<file path="src/shared/serial_port_pkg.sv">
// Constants and types for the four-mode serial port with APB registers.
// Assumes one core clock and 32-bit APB data with byte addresses.
package serial_port_pkg;
   // Register byte offsets
   localparam logic [7:0] OFS_CTRL = 8'h00;
   localparam logic [7:0] OFS_DATA = 8'h04;
   localparam logic [7:0] OFS_BAUD = 8'h08;
   localparam logic [7:0] OFS_STAT = 8'h0C;
   localparam logic [7:0] OFS_MASK = 8'h10;
   localparam logic [7:0] OFS_ADDR = 8'h14;
   localparam logic [7:0] OFS_ADEN = 8'h18;
   // Control register fields
   localparam int CTL_RI = 0;
   localparam int CTL_TI = 1;
   localparam int CTL_RB8 = 2;
   localparam int CTL_TB8 = 3;
   localparam int CTL_REN = 4;
   localparam int CTL_SM2 = 5;
   localparam int CTL_MODE = 6;
   // Status and mask fields
   localparam int ST_RX = 0;
   localparam int ST_TX = 1;
   localparam int ST_OVR = 2;
   localparam int ST_FERR = 3;
   // Rate configuration fields
   localparam int BAUD_DBL = 0;
   localparam int BAUD_TXSRC = 1;
   localparam int BAUD_RXSRC = 2;
   // Values after reset
   localparam logic [7:0] CTRL_RST = 8'h00;
   localparam logic [2:0] BAUD_RST = 3'h0;
   localparam logic [3:0] STAT_RST = 4'h0;
   localparam logic [7:0] ADDR_RST = 8'h00;
   // Cycle counts
   localparam int OVS = 16;
   localparam logic [3:0] OVS_MID = 4'h7;
   localparam logic [3:0] OVS_LAST = 4'(OVS - 1);
   localparam int M0_DIV = 12;
   localparam logic [3:0] M0_LAST = 4'(M0_DIV - 1);
   localparam logic [3:0] M0_HALF = 4'(M0_DIV / 2);
   localparam logic [3:0] M0_BITS_LAST = 4'h7;
   localparam int CORE_PER_BIT_SLOW = 64;
   localparam int CORE_PER_BIT_FAST = 32;
   localparam logic [2:0] FIX_TICK_SLOW = 3'(CORE_PER_BIT_SLOW / OVS);
   localparam logic [2:0] FIX_TICK_FAST = 3'(CORE_PER_BIT_FAST / OVS);
   localparam logic [2:0] T1_OVF_SLOW = 3'h2;
   localparam logic [2:0] T1_OVF_FAST = 3'h1;
   localparam logic [2:0] T234_OVF = 3'h1;
   localparam logic [3:0] TX_PRE8 = 4'h9;
   localparam logic [3:0] TX_PRE9 = 4'hA;
   localparam logic [3:0] RX_DATA8 = 4'h8;
   localparam logic [3:0] RX_DATA9 = 4'h9;
   typedef enum logic [1:0] {MODE_SYNC, MODE_UART8, MODE_UART9F,
                             MODE_UART9V} mode_t;
   typedef enum {TX_IDLE, TX_UART, TX_SYNC} tx_state_t;
   typedef enum {RX_IDLE, RX_START, RX_DATA, RX_STOP} rx_state_t;
endpackage

</file>
<file path="src/shared/tick_if.sv">
// Link between the port core and its oversample tick generators.
// Assumes every signal runs on the core clock.
`timescale 1ns/1ps
`default_nettype none
interface tick_if;
   logic t1_ovf;
   logic t234_ovf;
   logic fixed_rate;
   logic src_sel;
   logic dbl;
   logic tick;
   modport gen (input t1_ovf, input t234_ovf, input fixed_rate,
                input src_sel, input dbl, output tick);
   modport user (output t1_ovf, output t234_ovf, output fixed_rate,
                 output src_sel, output dbl, input tick);
endinterface
`default_nettype wire

</file>
<file path="src/rtl/serial_port_top.sv">
// Four-mode serial port: synchronous shift mode and three UART modes,
// registers on APB. Assumes timer overflow pulses on the core clock and
// an external pull-up on the open-drain data pin.
`timescale 1ns/1ps
`default_nettype none
module serial_port_top
   import serial_port_pkg::*;
(
   input wire logic REF_CLK, // Core clock, 100 MHz
   input wire logic RESETN, // Asynchronous reset, active low
   input wire logic PSEL, // APB select
   input wire logic PENABLE, // APB access phase
   input wire logic PWRITE, // APB direction
   input wire logic [7:0] PADDR, // APB byte address
   input wire logic [31:0] PWDATA, // APB write data
   output logic [31:0] PRDATA, // APB read data
   output logic PREADY, // APB ready
   output logic PSLVERR, // APB error, unmapped address
   input wire logic TIMER1_OVF, // Timer 1 overflow pulse
   input wire logic TIMER234_OVF, // Timer 2/3/4 overflow pulse
   input wire logic SERIAL_IN_PIN, // Data pin level
   output logic SERIAL_IN_OUT, // Data pin drive value
   output logic SERIAL_IN_OE, // Data pin drive enable
   output logic SERIAL_OUT_PIN, // Transmit data or shift clock
   output logic IRQ // Interrupt request, level
);
   typedef struct packed {
      logic [31:0] prdata;
      logic pready;
      logic pslverr;
      logic irq;
      logic [7:0] ctrl;
      logic [2:0] baud;
      logic [3:0] stat;
      logic [3:0] mask;
      logic [7:0] saddr;
      logic [7:0] saden;
      logic [7:0] hold;
      logic unread;
      tx_state_t txs;
      logic [10:0] tsh;
      logic [3:0] tbits;
      logic [3:0] tsub;
      logic [3:0] m0div;
      logic m0rx;
      rx_state_t rxs;
      logic [8:0] rsh;
      logic [3:0] rbits;
      logic [3:0] rsub;
      logic out_pin;
      logic io_out;
      logic io_oe;
   } st_t;

   st_t st_q;
   st_t st_d;
   logic rxv;
   logic acc;
   logic wr;
   logic rd;
   logic wr_ctrl;
   logic hit;
   logic [1:0] mode;
   logic nine;
   logic match;
   logic tx_tick;
   logic rx_tick;

   ////////////////////////////////////////////////////////////////////////
   // Pin synchroniser and tick generators

   tick_if tx_if ();
   tick_if rx_if ();

   line_sync u_sync
   (
      .clk(REF_CLK),
      .rst_n(RESETN),
      .pin(SERIAL_IN_PIN),
      .level(rxv)
   );

   // Transmit and receive rate sources are chosen separately
   assign tx_if.t1_ovf = TIMER1_OVF;
   assign tx_if.t234_ovf = TIMER234_OVF;
   assign tx_if.fixed_rate = (mode == MODE_UART9F);
   assign tx_if.src_sel = st_q.baud[BAUD_TXSRC];
   assign tx_if.dbl = st_q.baud[BAUD_DBL];
   assign rx_if.t1_ovf = TIMER1_OVF;
   assign rx_if.t234_ovf = TIMER234_OVF;
   assign rx_if.fixed_rate = (mode == MODE_UART9F);
   assign rx_if.src_sel = st_q.baud[BAUD_RXSRC];
   assign rx_if.dbl = st_q.baud[BAUD_DBL];
   assign tx_tick = tx_if.tick;
   assign rx_tick = rx_if.tick;

   tick_gen u_tx_tick
   (
      .clk(REF_CLK),
      .rst_n(RESETN),
      .tif(tx_if.gen)
   );

   tick_gen u_rx_tick
   (
      .clk(REF_CLK),
      .rst_n(RESETN),
      .tif(rx_if.gen)
   );

   ////////////////////////////////////////////////////////////////////////
   // Decode

   assign mode = st_q.ctrl[CTL_MODE +: 2];
   assign nine = mode[1];
   assign match = ((st_q.rsh[7:0] ^ st_q.saddr) & st_q.saden) == 8'h00;
   assign acc = PSEL && PENABLE;
   // Writes and read side effects act only at the completing edge
   assign wr = acc && st_q.pready && PWRITE;
   assign rd = acc && st_q.pready && !PWRITE;
   assign wr_ctrl = wr && (PADDR == OFS_CTRL);
   assign hit = PADDR inside {OFS_CTRL, OFS_DATA, OFS_BAUD, OFS_STAT,
                              OFS_MASK, OFS_ADDR, OFS_ADEN};

   assign PRDATA = st_q.prdata;
   assign PREADY = st_q.pready;
   assign PSLVERR = st_q.pslverr;
   assign IRQ = st_q.irq;
   assign SERIAL_OUT_PIN = st_q.out_pin;
   assign SERIAL_IN_OUT = st_q.io_out;
   assign SERIAL_IN_OE = st_q.io_oe;

   ////////////////////////////////////////////////////////////////////////
   // Next state

   always_comb
   begin
      logic tx_load;
      logic ti_set;
      logic rx_done;
      logic accept;
      logic [7:0] rx_data;
      logic rx_b9;
      logic [3:0] n_pre;
      logic [3:0] n_data;
      tx_load = 1'b0;
      ti_set = 1'b0;
      rx_done = 1'b0;
      accept = 1'b0;
      rx_data = st_q.rsh[8:1];
      rx_b9 = rxv;
      n_pre = nine ? TX_PRE9 : TX_PRE8;
      n_data = nine ? RX_DATA9 : RX_DATA8;
      st_d = st_q;

      // One wait state: data captured in the first access cycle
      st_d.pready = acc && !st_q.pready;
      st_d.pslverr = 1'b0;
      st_d.prdata = 32'h0000_0000;
      if (acc && !st_q.pready)
      begin
         st_d.pslverr = !hit;
         case (PADDR)
            OFS_CTRL: st_d.prdata = {24'h00_0000, st_q.ctrl};
            OFS_DATA: st_d.prdata = {24'h00_0000, st_q.hold};
            OFS_BAUD: st_d.prdata = {29'h0000_0000, st_q.baud};
            OFS_STAT: st_d.prdata = {28'h000_0000, st_q.stat};
            OFS_MASK: st_d.prdata = {28'h000_0000, st_q.mask};
            OFS_ADDR: st_d.prdata = {24'h00_0000, st_q.saddr};
            OFS_ADEN: st_d.prdata = {24'h00_0000, st_q.saden};
            default: st_d.prdata = 32'h0000_0000;
         endcase
      end
      if (wr)
      begin
         case (PADDR)
            OFS_CTRL:
            begin
               st_d.ctrl = PWDATA[7:0];
               st_d.ctrl[CTL_RB8] = st_q.ctrl[CTL_RB8];
            end
            OFS_DATA: tx_load = 1'b1;
            OFS_BAUD: st_d.baud = PWDATA[2:0];
            OFS_MASK: st_d.mask = PWDATA[3:0];
            OFS_ADDR: st_d.saddr = PWDATA[7:0];
            OFS_ADEN: st_d.saden = PWDATA[7:0];
            default: st_d.mask = st_q.mask;
         endcase
      end
      // Clear only the bits the read returned, so a late event survives
      if (rd && PADDR == OFS_STAT)
         st_d.stat = st_q.stat & ~st_q.prdata[3:0];
      if (rd && PADDR == OFS_DATA)
         st_d.unread = 1'b0;

      // Transmitter, also the mode 0 shift engine for both directions
      case (st_q.txs)
         TX_IDLE:
         begin
            st_d.m0div = 4'h0;
            st_d.tbits = 4'h0;
            st_d.tsub = 4'h0;
            if (tx_load && mode == MODE_SYNC)
            begin
               st_d.txs = TX_SYNC;
               st_d.tsh = {3'h7, PWDATA[7:0]};
               st_d.m0rx = 1'b0;
            end
            else if (tx_load)
            begin
               st_d.txs = TX_UART;
               st_d.tsh = {1'b1, nine ? st_q.ctrl[CTL_TB8] : 1'b1,
                           PWDATA[7:0], 1'b0};
            end
            else if (mode == MODE_SYNC && st_q.ctrl[CTL_REN] &&
                     !st_q.ctrl[CTL_RI])
            begin
               st_d.txs = TX_SYNC;
               st_d.tsh = 11'h7FF;
               st_d.m0rx = 1'b1;
            end
         end
         TX_UART:
         begin
            if (tx_tick)
            begin
               st_d.tsub = st_q.tsub + 4'h1;
               if (st_q.tsub == OVS_LAST)
               begin
                  st_d.tsh = {1'b1, st_q.tsh[10:1]};
                  st_d.tbits = st_q.tbits + 4'h1;
                  // Done at the start of the stop bit
                  ti_set = (st_q.tbits + 4'h1 == n_pre);
                  if (st_q.tbits == n_pre)
                     st_d.txs = TX_IDLE;
               end
            end
         end
         TX_SYNC:
         begin
            // Fixed twelve-cycle shift clock: low half, then high half
            st_d.m0div = (st_q.m0div == M0_LAST) ? 4'h0 :
                         st_q.m0div + 4'h1;
            if (st_q.m0div == M0_HALF && st_q.m0rx)
               st_d.rsh = {rxv, st_q.rsh[8:1]};
            if (st_q.m0div == M0_LAST)
            begin
               st_d.tsh = {1'b1, st_q.tsh[10:1]};
               st_d.tbits = st_q.tbits + 4'h1;
               if (st_q.tbits == M0_BITS_LAST)
               begin
                  st_d.txs = TX_IDLE;
                  ti_set = !st_q.m0rx;
                  rx_done = st_q.m0rx;
                  accept = st_q.m0rx && !st_q.ctrl[CTL_RI];
                  rx_b9 = st_q.ctrl[CTL_RB8];
               end
            end
         end
         default: st_d.txs = TX_IDLE;
      endcase

      // Asynchronous receiver, independent of the transmitter
      case (st_q.rxs)
         RX_IDLE:
         begin
            st_d.rsub = 4'h0;
            st_d.rbits = 4'h0;
            if (mode != MODE_SYNC && st_q.ctrl[CTL_REN] && !rxv)
               st_d.rxs = RX_START;
         end
         RX_START:
         begin
            if (rx_tick)
            begin
               st_d.rsub = st_q.rsub + 4'h1;
               // A glitch shorter than half a bit is dropped
               if (st_q.rsub == OVS_MID)
               begin
                  st_d.rsub = 4'h0;
                  st_d.rxs = rxv ? RX_IDLE : RX_DATA;
               end
            end
         end
         RX_DATA:
         begin
            if (rx_tick)
            begin
               st_d.rsub = st_q.rsub + 4'h1;
               if (st_q.rsub == OVS_LAST)
               begin
                  st_d.rsh = {rxv, st_q.rsh[8:1]};
                  st_d.rbits = st_q.rbits + 4'h1;
                  if (st_q.rbits + 4'h1 == n_data)
                     st_d.rxs = RX_STOP;
               end
            end
         end
         RX_STOP:
         begin
            if (rx_tick)
            begin
               st_d.rsub = st_q.rsub + 4'h1;
               if (st_q.rsub == OVS_LAST)
               begin
                  st_d.rxs = RX_IDLE;
                  rx_done = 1'b1;
                  if (!rxv)
                     st_d.stat[ST_FERR] = 1'b1;
                  if (nine)
                  begin
                     rx_data = st_q.rsh[7:0];
                     rx_b9 = st_q.rsh[8];
                     accept = !st_q.ctrl[CTL_RI] &&
                              (!st_q.ctrl[CTL_SM2] ||
                               (st_q.rsh[8] && match));
                  end
                  else
                     accept = !st_q.ctrl[CTL_RI] &&
                              (!st_q.ctrl[CTL_SM2] || rxv);
               end
            end
         end
         default: st_d.rxs = RX_IDLE;
      endcase

      // Flag sets come after software writes and clears, so a set wins
      if (ti_set)
      begin
         st_d.ctrl[CTL_TI] = 1'b1;
         st_d.stat[ST_TX] = 1'b1;
      end
      if (rx_done && accept)
      begin
         st_d.hold = rx_data;
         st_d.ctrl[CTL_RB8] = rx_b9;
         st_d.ctrl[CTL_RI] = 1'b1;
         st_d.stat[ST_RX] = 1'b1;
         if (st_d.unread)
            st_d.stat[ST_OVR] = 1'b1;
         st_d.unread = 1'b1;
      end

      // Pins follow the next state so they stay in step with it
      if (st_d.txs == TX_SYNC)
         st_d.out_pin = (st_d.m0div >= M0_HALF);
      else if (st_d.txs == TX_UART)
         st_d.out_pin = st_d.tsh[0];
      else
         st_d.out_pin = 1'b1;
      st_d.io_out = 1'b0;
      // Open drain: only a zero is driven, the pull-up makes the one
      st_d.io_oe = (st_d.txs == TX_SYNC) && !st_d.m0rx && !st_d.tsh[0];
      st_d.irq = |(st_d.stat & st_d.mask);
   end

   always_ff @(posedge REF_CLK or negedge RESETN)
   begin
      if (!RESETN)
      begin
         st_q <= '0;
         st_q.ctrl <= CTRL_RST;
         st_q.baud <= BAUD_RST;
         st_q.stat <= STAT_RST;
         st_q.saddr <= ADDR_RST;
         st_q.saden <= ADDR_RST;
         st_q.txs <= TX_IDLE;
         st_q.rxs <= RX_IDLE;
         st_q.out_pin <= 1'b1;
      end
      else
         st_q <= st_d;
   end
endmodule
`default_nettype wire

</file>
<file path="src/rtl/line_sync.sv">
// Three-stage synchroniser for the serial input pin.
// Assumes an idle-high line; output follows once stages two and three agree.
`timescale 1ns/1ps
`default_nettype none
module line_sync
(
   input wire logic clk, // Core clock
   input wire logic rst_n, // Asynchronous reset, active low
   input wire logic pin, // Raw pin level
   output logic level // Filtered level
);
   typedef struct packed {logic s1; logic s2; logic s3; logic lvl;} ls_t;
   ls_t st_q;
   ls_t st_d;

   assign level = st_q.lvl;

   always_comb
   begin
      st_d = st_q;
      st_d.s1 = pin;
      st_d.s2 = st_q.s1;
      st_d.s3 = st_q.s2;
      if (st_q.s2 == st_q.s3)
         st_d.lvl = st_q.s3;
   end

   always_ff @(posedge clk or negedge rst_n)
   begin
      if (!rst_n)
         st_q <= '1;
      else
         st_q <= st_d;
   end
endmodule
`default_nettype wire

</file>
<file path="src/rtl/tick_gen.sv">
// Oversample tick generator, sixteen ticks per bit time.
// Assumes timer overflow inputs are one-cycle pulses on the core clock.
`timescale 1ns/1ps
`default_nettype none
module tick_gen
   import serial_port_pkg::*;
(
   input wire logic clk, // Core clock
   input wire logic rst_n, // Asynchronous reset, active low
   tick_if.gen tif // Rate choice in, tick out
);
   typedef struct packed {logic [2:0] cnt; logic tick;} tg_t;
   tg_t st_q;
   tg_t st_d;
   logic ev;
   logic [2:0] lim;

   assign tif.tick = st_q.tick;

   always_comb
   begin
      st_d = st_q;
      st_d.tick = 1'b0;
      if (tif.fixed_rate)
      begin
         ev = 1'b1;
         lim = tif.dbl ? FIX_TICK_FAST : FIX_TICK_SLOW;
      end
      else if (tif.src_sel)
      begin
         ev = tif.t234_ovf;
         lim = T234_OVF;
      end
      else
      begin
         ev = tif.t1_ovf;
         lim = tif.dbl ? T1_OVF_FAST : T1_OVF_SLOW;
      end
      if (ev)
      begin
         st_d.cnt = st_q.cnt + 3'h1;
         if (st_q.cnt + 3'h1 >= lim)
         begin
            st_d.cnt = 3'h0;
            st_d.tick = 1'b1;
         end
      end
   end

   always_ff @(posedge clk or negedge rst_n)
   begin
      if (!rst_n)
         st_q <= '0;
      else
         st_q <= st_d;
   end
endmodule
`default_nettype wire

</file>
<file path="config.mk">
export PLATFORM = sky130hd
export DESIGN_NAME = serial_port_top
export DESIGN_NICKNAME = d
export VERILOG_FILES = /design/src/shared/serial_port_pkg.sv /design/src/shared/tick_if.sv /design/src/rtl/serial_port_top.sv /design/src/rtl/line_sync.sv /design/src/rtl/tick_gen.sv
export SDC_FILE = /design/constraint.sdc
export NUM_CORES = 1
export LEC_CHECK = 0
export BUFFER_PORTS_ARGS = -buffer_cell sky130_fd_sc_hd__buf_2
export CAP_MARGIN = 10
export CORE_MARGIN = 8
export CORE_UTILIZATION = 45
export DETAILED_ROUTE_END_ITERATION = 6
export GPL_TIMING_DRIVEN = 0
export PLACE_DENSITY = 0.7
export SYNTH_ARGS = -nofsm -noshare
export SYNTH_HDL_FRONTEND = slang
export SYNTH_HIERARCHICAL = 1
export SYNTH_SLANG_ARGS = --single-unit
export TNS_END_PERCENT = 1
</file>
<file path="constraint.sdc">
create_clock -name REF_CLK -period 3.1 [get_ports REF_CLK]
set_input_delay 0.62 -clock REF_CLK [delete_from_list [all_inputs] [get_ports REF_CLK]]
set_output_delay 0.62 -clock REF_CLK [all_outputs]
set_load 0.01 [all_outputs]
</file>
After elaboration in Yosys (flattened, before gate mapping)
Index checks and enable logic that the tools add are counted.

operators by class
  $add $sub $neg = 7
  magnitude comparators = 3
  equal/unequal tests = 36
  multiplexer cells = 109
  bitwise operators = 5
  reductions and logical operators = 59

operator list
  operator             count
  $mux 32              8
  $mux 43              3
  $eq 32x2->1 const B  4
  $pmux 32 s4          1
  $pmux 32 s3          1
  $mux 47              2
  $eq 32x1->1 const B  2
  $logic_not 32->1     2
  $mux 8               7
  $pmux 8 s7           1
  $mux 1               54
  $mux 51              1
  $mux 49              1
  $mux 45              1
  $pmux 15 s3          1
  $eq 32x3->1 const B  1
  $mux 4               8
  $mux 9               3
  $eq 8x5->1 const B   3
  $pmux 4 s2           3
  $add 4x1->4 const B  5
  $logic_and 1x1->1    20
  $mux 20              1
  $mux 3               6
  other kinds (35)     80

word-level totals
  register bits = 198
  input bits = 48
  output and inout port bits = 38
  word-level logic and storage cells = 255

Longest topological paths before layout
  depth in word-level cells = 14
  gate-level depth with buffers = 10
  gate-level depth less buffers = 9

By module
The synthesis kept the hierarchy.

by module, submodules not included
  module           times used  cells each  area an instance (um^2)  sequential area each (um^2)
  serial_port_top  1           616         6645.1                   3304.4
  tick_gen         2           30          270.3                    100.1
  line_sync        1           5           116.4                    105.1

Worst setup path after synthesis
OpenSTA, ideal clock, no wires.

  kind = input -> register
  start point = input port PWRITE
  end point = register st_q (netlist bit IRQ)
  setup time = 0.126 ns
  arrival time = 2.222 ns
  required time = 2.974 ns
  slack = 0.752 ns
  cell stages on the path = 7
  buffers on the path = 2
  cell sequence = and4_1 > clkbuf_1 > and4b_1 > clkbuf_1 > mux2_2 > a211o_1 > a221o_1

RTL lines
  what                  line                    text
  start, declared       serial_port_top.sv:13   input wire logic PWRITE,
  end signal, assigned  serial_port_top.sv:372  st_q <= st_d;
  end, declared         serial_port_top.sv:55   st_t st_q;

Worst setup path in the final report
  start point = register st_q[87] in the netlist's numbering
  end point = register st_q[116] in the netlist's numbering

between the ends
  longest elaborated chain between the ends = 6
  elaborated cells on any way between the ends = 10
  those cells by class = 1 x eq/ne; 8 x mux; 1 x reduce/logical

ends and longest elaborated chain
  what                 line                    text
  $eq 32x2->1 *        serial_port_top.sv:197  case (st_q.txs)
  $mux 1               serial_port_top.sv:197
  $mux 1               serial_port_top.sv:304  if (st_q.rsub == OVS_LAST)
  $mux 1               serial_port_top.sv:301  if (rx_tick)
  $mux 1               serial_port_top.sv:264  case (st_q.rxs)
  $logic_and 1x1->1 *  serial_port_top.sv:333  if (rx_done && accept)

Mark *: on every way between the ends. The rest lies on a longest branch, timed or not.
A chain may end at the register's enable or synchronous reset.

==> flow_summary.toml <==
[worst_hold_path]
hold_class = "in -> async"

[detailed_routing]
postRouteAntennaNets = 0
routed_wl_um = 15970
num_vias = 5339
vias_per_cell = 5.239
drc = 0
drt_iter0_drc = 401
wl_per_cell_um = 15.67
drt_pre_antenna_iters = 6

[grt]
antenna_found_initial = 0
grtUsageTotal = 0.1624
grt_max_degree = 98
grt_pass1_wl_um = 26100
grt_pass1_vias = 5083
grt_remaining_overflow = 0

[setup_path]
rr_startpoint = "st_q[87]"
crit_path_end_kind = "flop"
crit_arrival_ns = 2.87
rr_endpoint = "st_q[116]"
reg2reg_slack_ns = 0.52
cp.required_ns = 3.39
path_class = "reg -> reg"
reg2reg_depth = 7
startpoint_type = "flop"
path_max_fanout = 10

[pwr]
power_mw = 4.853
comb_power_share = 0.131
clock_power_share = 0.447
p_int_mw = 3.587
vdd_drop_max_v = 0.0003926
power_switching_mw = 1.265
p_sw_frac = 0.2607
power_frac_seq = 0.422
p_leak_nw = 4.175
pwr_density_cell_nw_per_um2 = 563.1

[sta]
slew_headroom = 0.5373
drv_slew = 0
fmax_mhz = 388.2
min_period_over_period = 0.8309
fin_crit_ns = 2.576
finClkSkew_ns = 0.007057
finalHoldViolCount = 0
setup_viol = 0
rsz0062_at_grt = "false"
tns_ns = 0
tightestPinTransition_ns = 0.6877

[floorplan]
initial_core_util = 0.4597
ioPinCount = 86
dieArea_sq_um = 20560
die_w_um = 143.4
core_region_area_sq_um = 15890
die_h_um = 143.4
rows = 46

[clocking]
cts.sinks = 144
htreeDepth = 4
root_buffer = "clkbuf_16"
post_cts_resized = 0
holdBufCountCts = 0
clk_pin_slew_ns = 0.06
clk_latency_ns = 0.42
cts_made_buffers = 17
cts_tree = "built"
cts_buffer_depth = 2
cts_setup_buffers = 0

[synthesis]
synth_edf_count = 0
async_reset_ff_frac = 1.000
synthCells = 681
yosysSeqAreaShare = 0.4943
syn-cell-area_sq_um = 7302
synth-seq-cells = 144
ys_warn_count = 6
syn_area_per_cell_sq_um = 10.72
synth.distinct_cells = 71
synthFlopType = "dfrtp_1"

[place]
dp.cells = 987
gp_congestion = 0.9033
place_area_sq_um = 7984
portBuffers = 35
detailedPlacementHpwl_um = 11470

[finish]
fill_cells = 1413
ff_latch_area_sq_um = 3610
diodes = 0
multi_input_area_sq_um = 3416
nets = 857
area_growth_pct = 18.03
drive_gt1_frac = 0.2291
layout.cells.non_filler = 1019
fin_area_sq_um = 8618

[job]
drv_cap = 0

[status]
status = "complete, no violations"
-- layer usage --
layer  up-vias  routed length (um)  track usage
li1       2592                   -            -
met1      2606                7550       0.2209
met2       126                7400       0.2528
met3        15                 815      0.03285
met4         0                 200      0.05645
met5         -                   0            0
-- cell usage in the layout, fill, tap and decap left out, types with 5 or more instances in the layout --
cell type	count
dfrtp_1	139
nand2_1	63
conb_1	55
nor2_1	47
buf_2	42
mux2_2	41
buf_4	34
o21ai_0	32
inv_1	30
a21oi_1	23
ha_1	19
clkbuf_16	17
nand3_1	16
mux2i_1	14
xor2_1	13
clkbuf_1	11
nand2b_1	11
a22o_1	11
nand4_1	10
nor3_1	10
nor4_1	9
mux2_4	9
and2_1	7
a222oi_1	7
a22oi_1	7
nor2b_1	7
and4_1	6
a31oi_1	6
a21o_1	6
dfstp_2	5
o22ai_1	5
-- cell families after synthesis --
kind of cell	Yosys count	share of synthesized area
AND/OR/NAND/NOR	211	0.1491
multiplexers	68	0.1071
other	1	0.0005136
AO/OA/AOI/OAI	134	0.1301
flip-flops	144	0.4943
XOR/XNOR	16	0.01919
adder cells (fa/ha/maj)	20	0.03410
buffers and inverters	87	0.06563
-- synthesized netlist by cell type, types with 5 or more instances --
| cell | n | area share |
|---|---|---|
| buf_4 | 34 | 0.035 |
| dfrtp_1 | 139 | 0.48 |
| nor2b_1 | 7 | 0.0060 |
| o21ai_0 | 32 | 0.022 |
| nor3_1 | 10 | 0.0069 |
| xor2_1 | 13 | 0.016 |
| a21o_1 | 6 | 0.0062 |
| nand3_1 | 16 | 0.011 |
| nand2_1 | 63 | 0.032 |
| a22o_1 | 11 | 0.013 |
| buf_2 | 8 | 0.0055 |
| clkbuf_1 | 11 | 0.0057 |
| nand2b_1 | 11 | 0.0094 |
| dfstp_2 | 5 | 0.018 |
| o22ai_1 | 5 | 0.0043 |
| mux2_4 | 9 | 0.019 |
| and2_1 | 7 | 0.0060 |
| a31oi_1 | 6 | 0.0051 |
| and4_1 | 6 | 0.0072 |
| inv_1 | 30 | 0.015 |
| a21oi_1 | 23 | 0.016 |
| ha_1 | 19 | 0.033 |
| nor2_1 | 47 | 0.024 |
| mux2_2 | 41 | 0.063 |
| nor4_1 | 9 | 0.0077 |
| a222oi_1 | 7 | 0.0096 |
| mux2i_1 | 14 | 0.019 |
| a22oi_1 | 7 | 0.0072 |
| nand4_1 | 10 | 0.0086 |
-- flip-flops by register name, indices dropped and copies added (netlist names), 2 cells and up --
name	cells
mode	2
u_tx_tick/st_q	3
u_sync/st_d	2
PRDATA	8
st_q	115
u_rx_tick/st_q	3
-- power groups by stage --
| stage | logic [mW] | clock network, mW | registers [mW] |
|---|---|---|---|
| 2_1_floorplan | 0.456 | 0 | 2.06 |
| 3_3_place_gp | 0.617 | 0 | 2.08 |
| 3_5_place_dp | 0.636 | 0 | 2.08 |
| 4_1_cts | 0.641 | 2.21 | 2.05 |
| 5_1_grt | 0.740 | 2.29 | 2.06 |
| 6_report | 0.635 | 2.17 | 2.05 |
-- through the flow --
stage | setup slack (ns) | utilization | hold slack [ns]
final | 0.5241 | 0.5425 | 0.1298
after global routing | 0.3074 | 0.5425 | 0.1550
after CTS | 0.5179 | 0.5425 | 0.1332
after detailed placement | 0.4226 | 0.5026 | 0.3472
after global placement | -0.6255 | 0.5005 | 0.3462
after floorplan | 0.7520 | - | 0.3244
-- how the worst max path moves through the flow --
stage	from	end	slack, ns	cells after the start
after floorplan	PWRITE	IRQ	0.75	7
after global placement	RESETN	PSLVERR	-0.63	1
after detailed placement	PSEL	IRQ	0.42	8
after CTS	st_q[87]	st_q[116]	0.52	7
after global routing	st_q[87]	st_q[115]	0.31	7
final	st_q[87]	st_q[116]	0.52	7
-- worst max-delay path, cell delays in order, from the launching register on --
cell	delay, ns
dfrtp_1	0.36
nor4_1	0.62
and4_1	0.34
nand2_2	0.12
nor3_1	0.24
o21a_2	0.25
buf_6	0.19
mux2_1	0.33
-- cell type report --
class                   count  share of cell area
clock inverters            15             0.02425
plain buffers              57             0.04254
multi-input cells         504              0.3963
repair buffers             36             0.02425
well taps                 216             0.03136
flip-flops and latches    144              0.4188
inverters                  30             0.01307
clock buffers              17             0.04936
No activity file was read; power rests on OpenSTA's default activity.
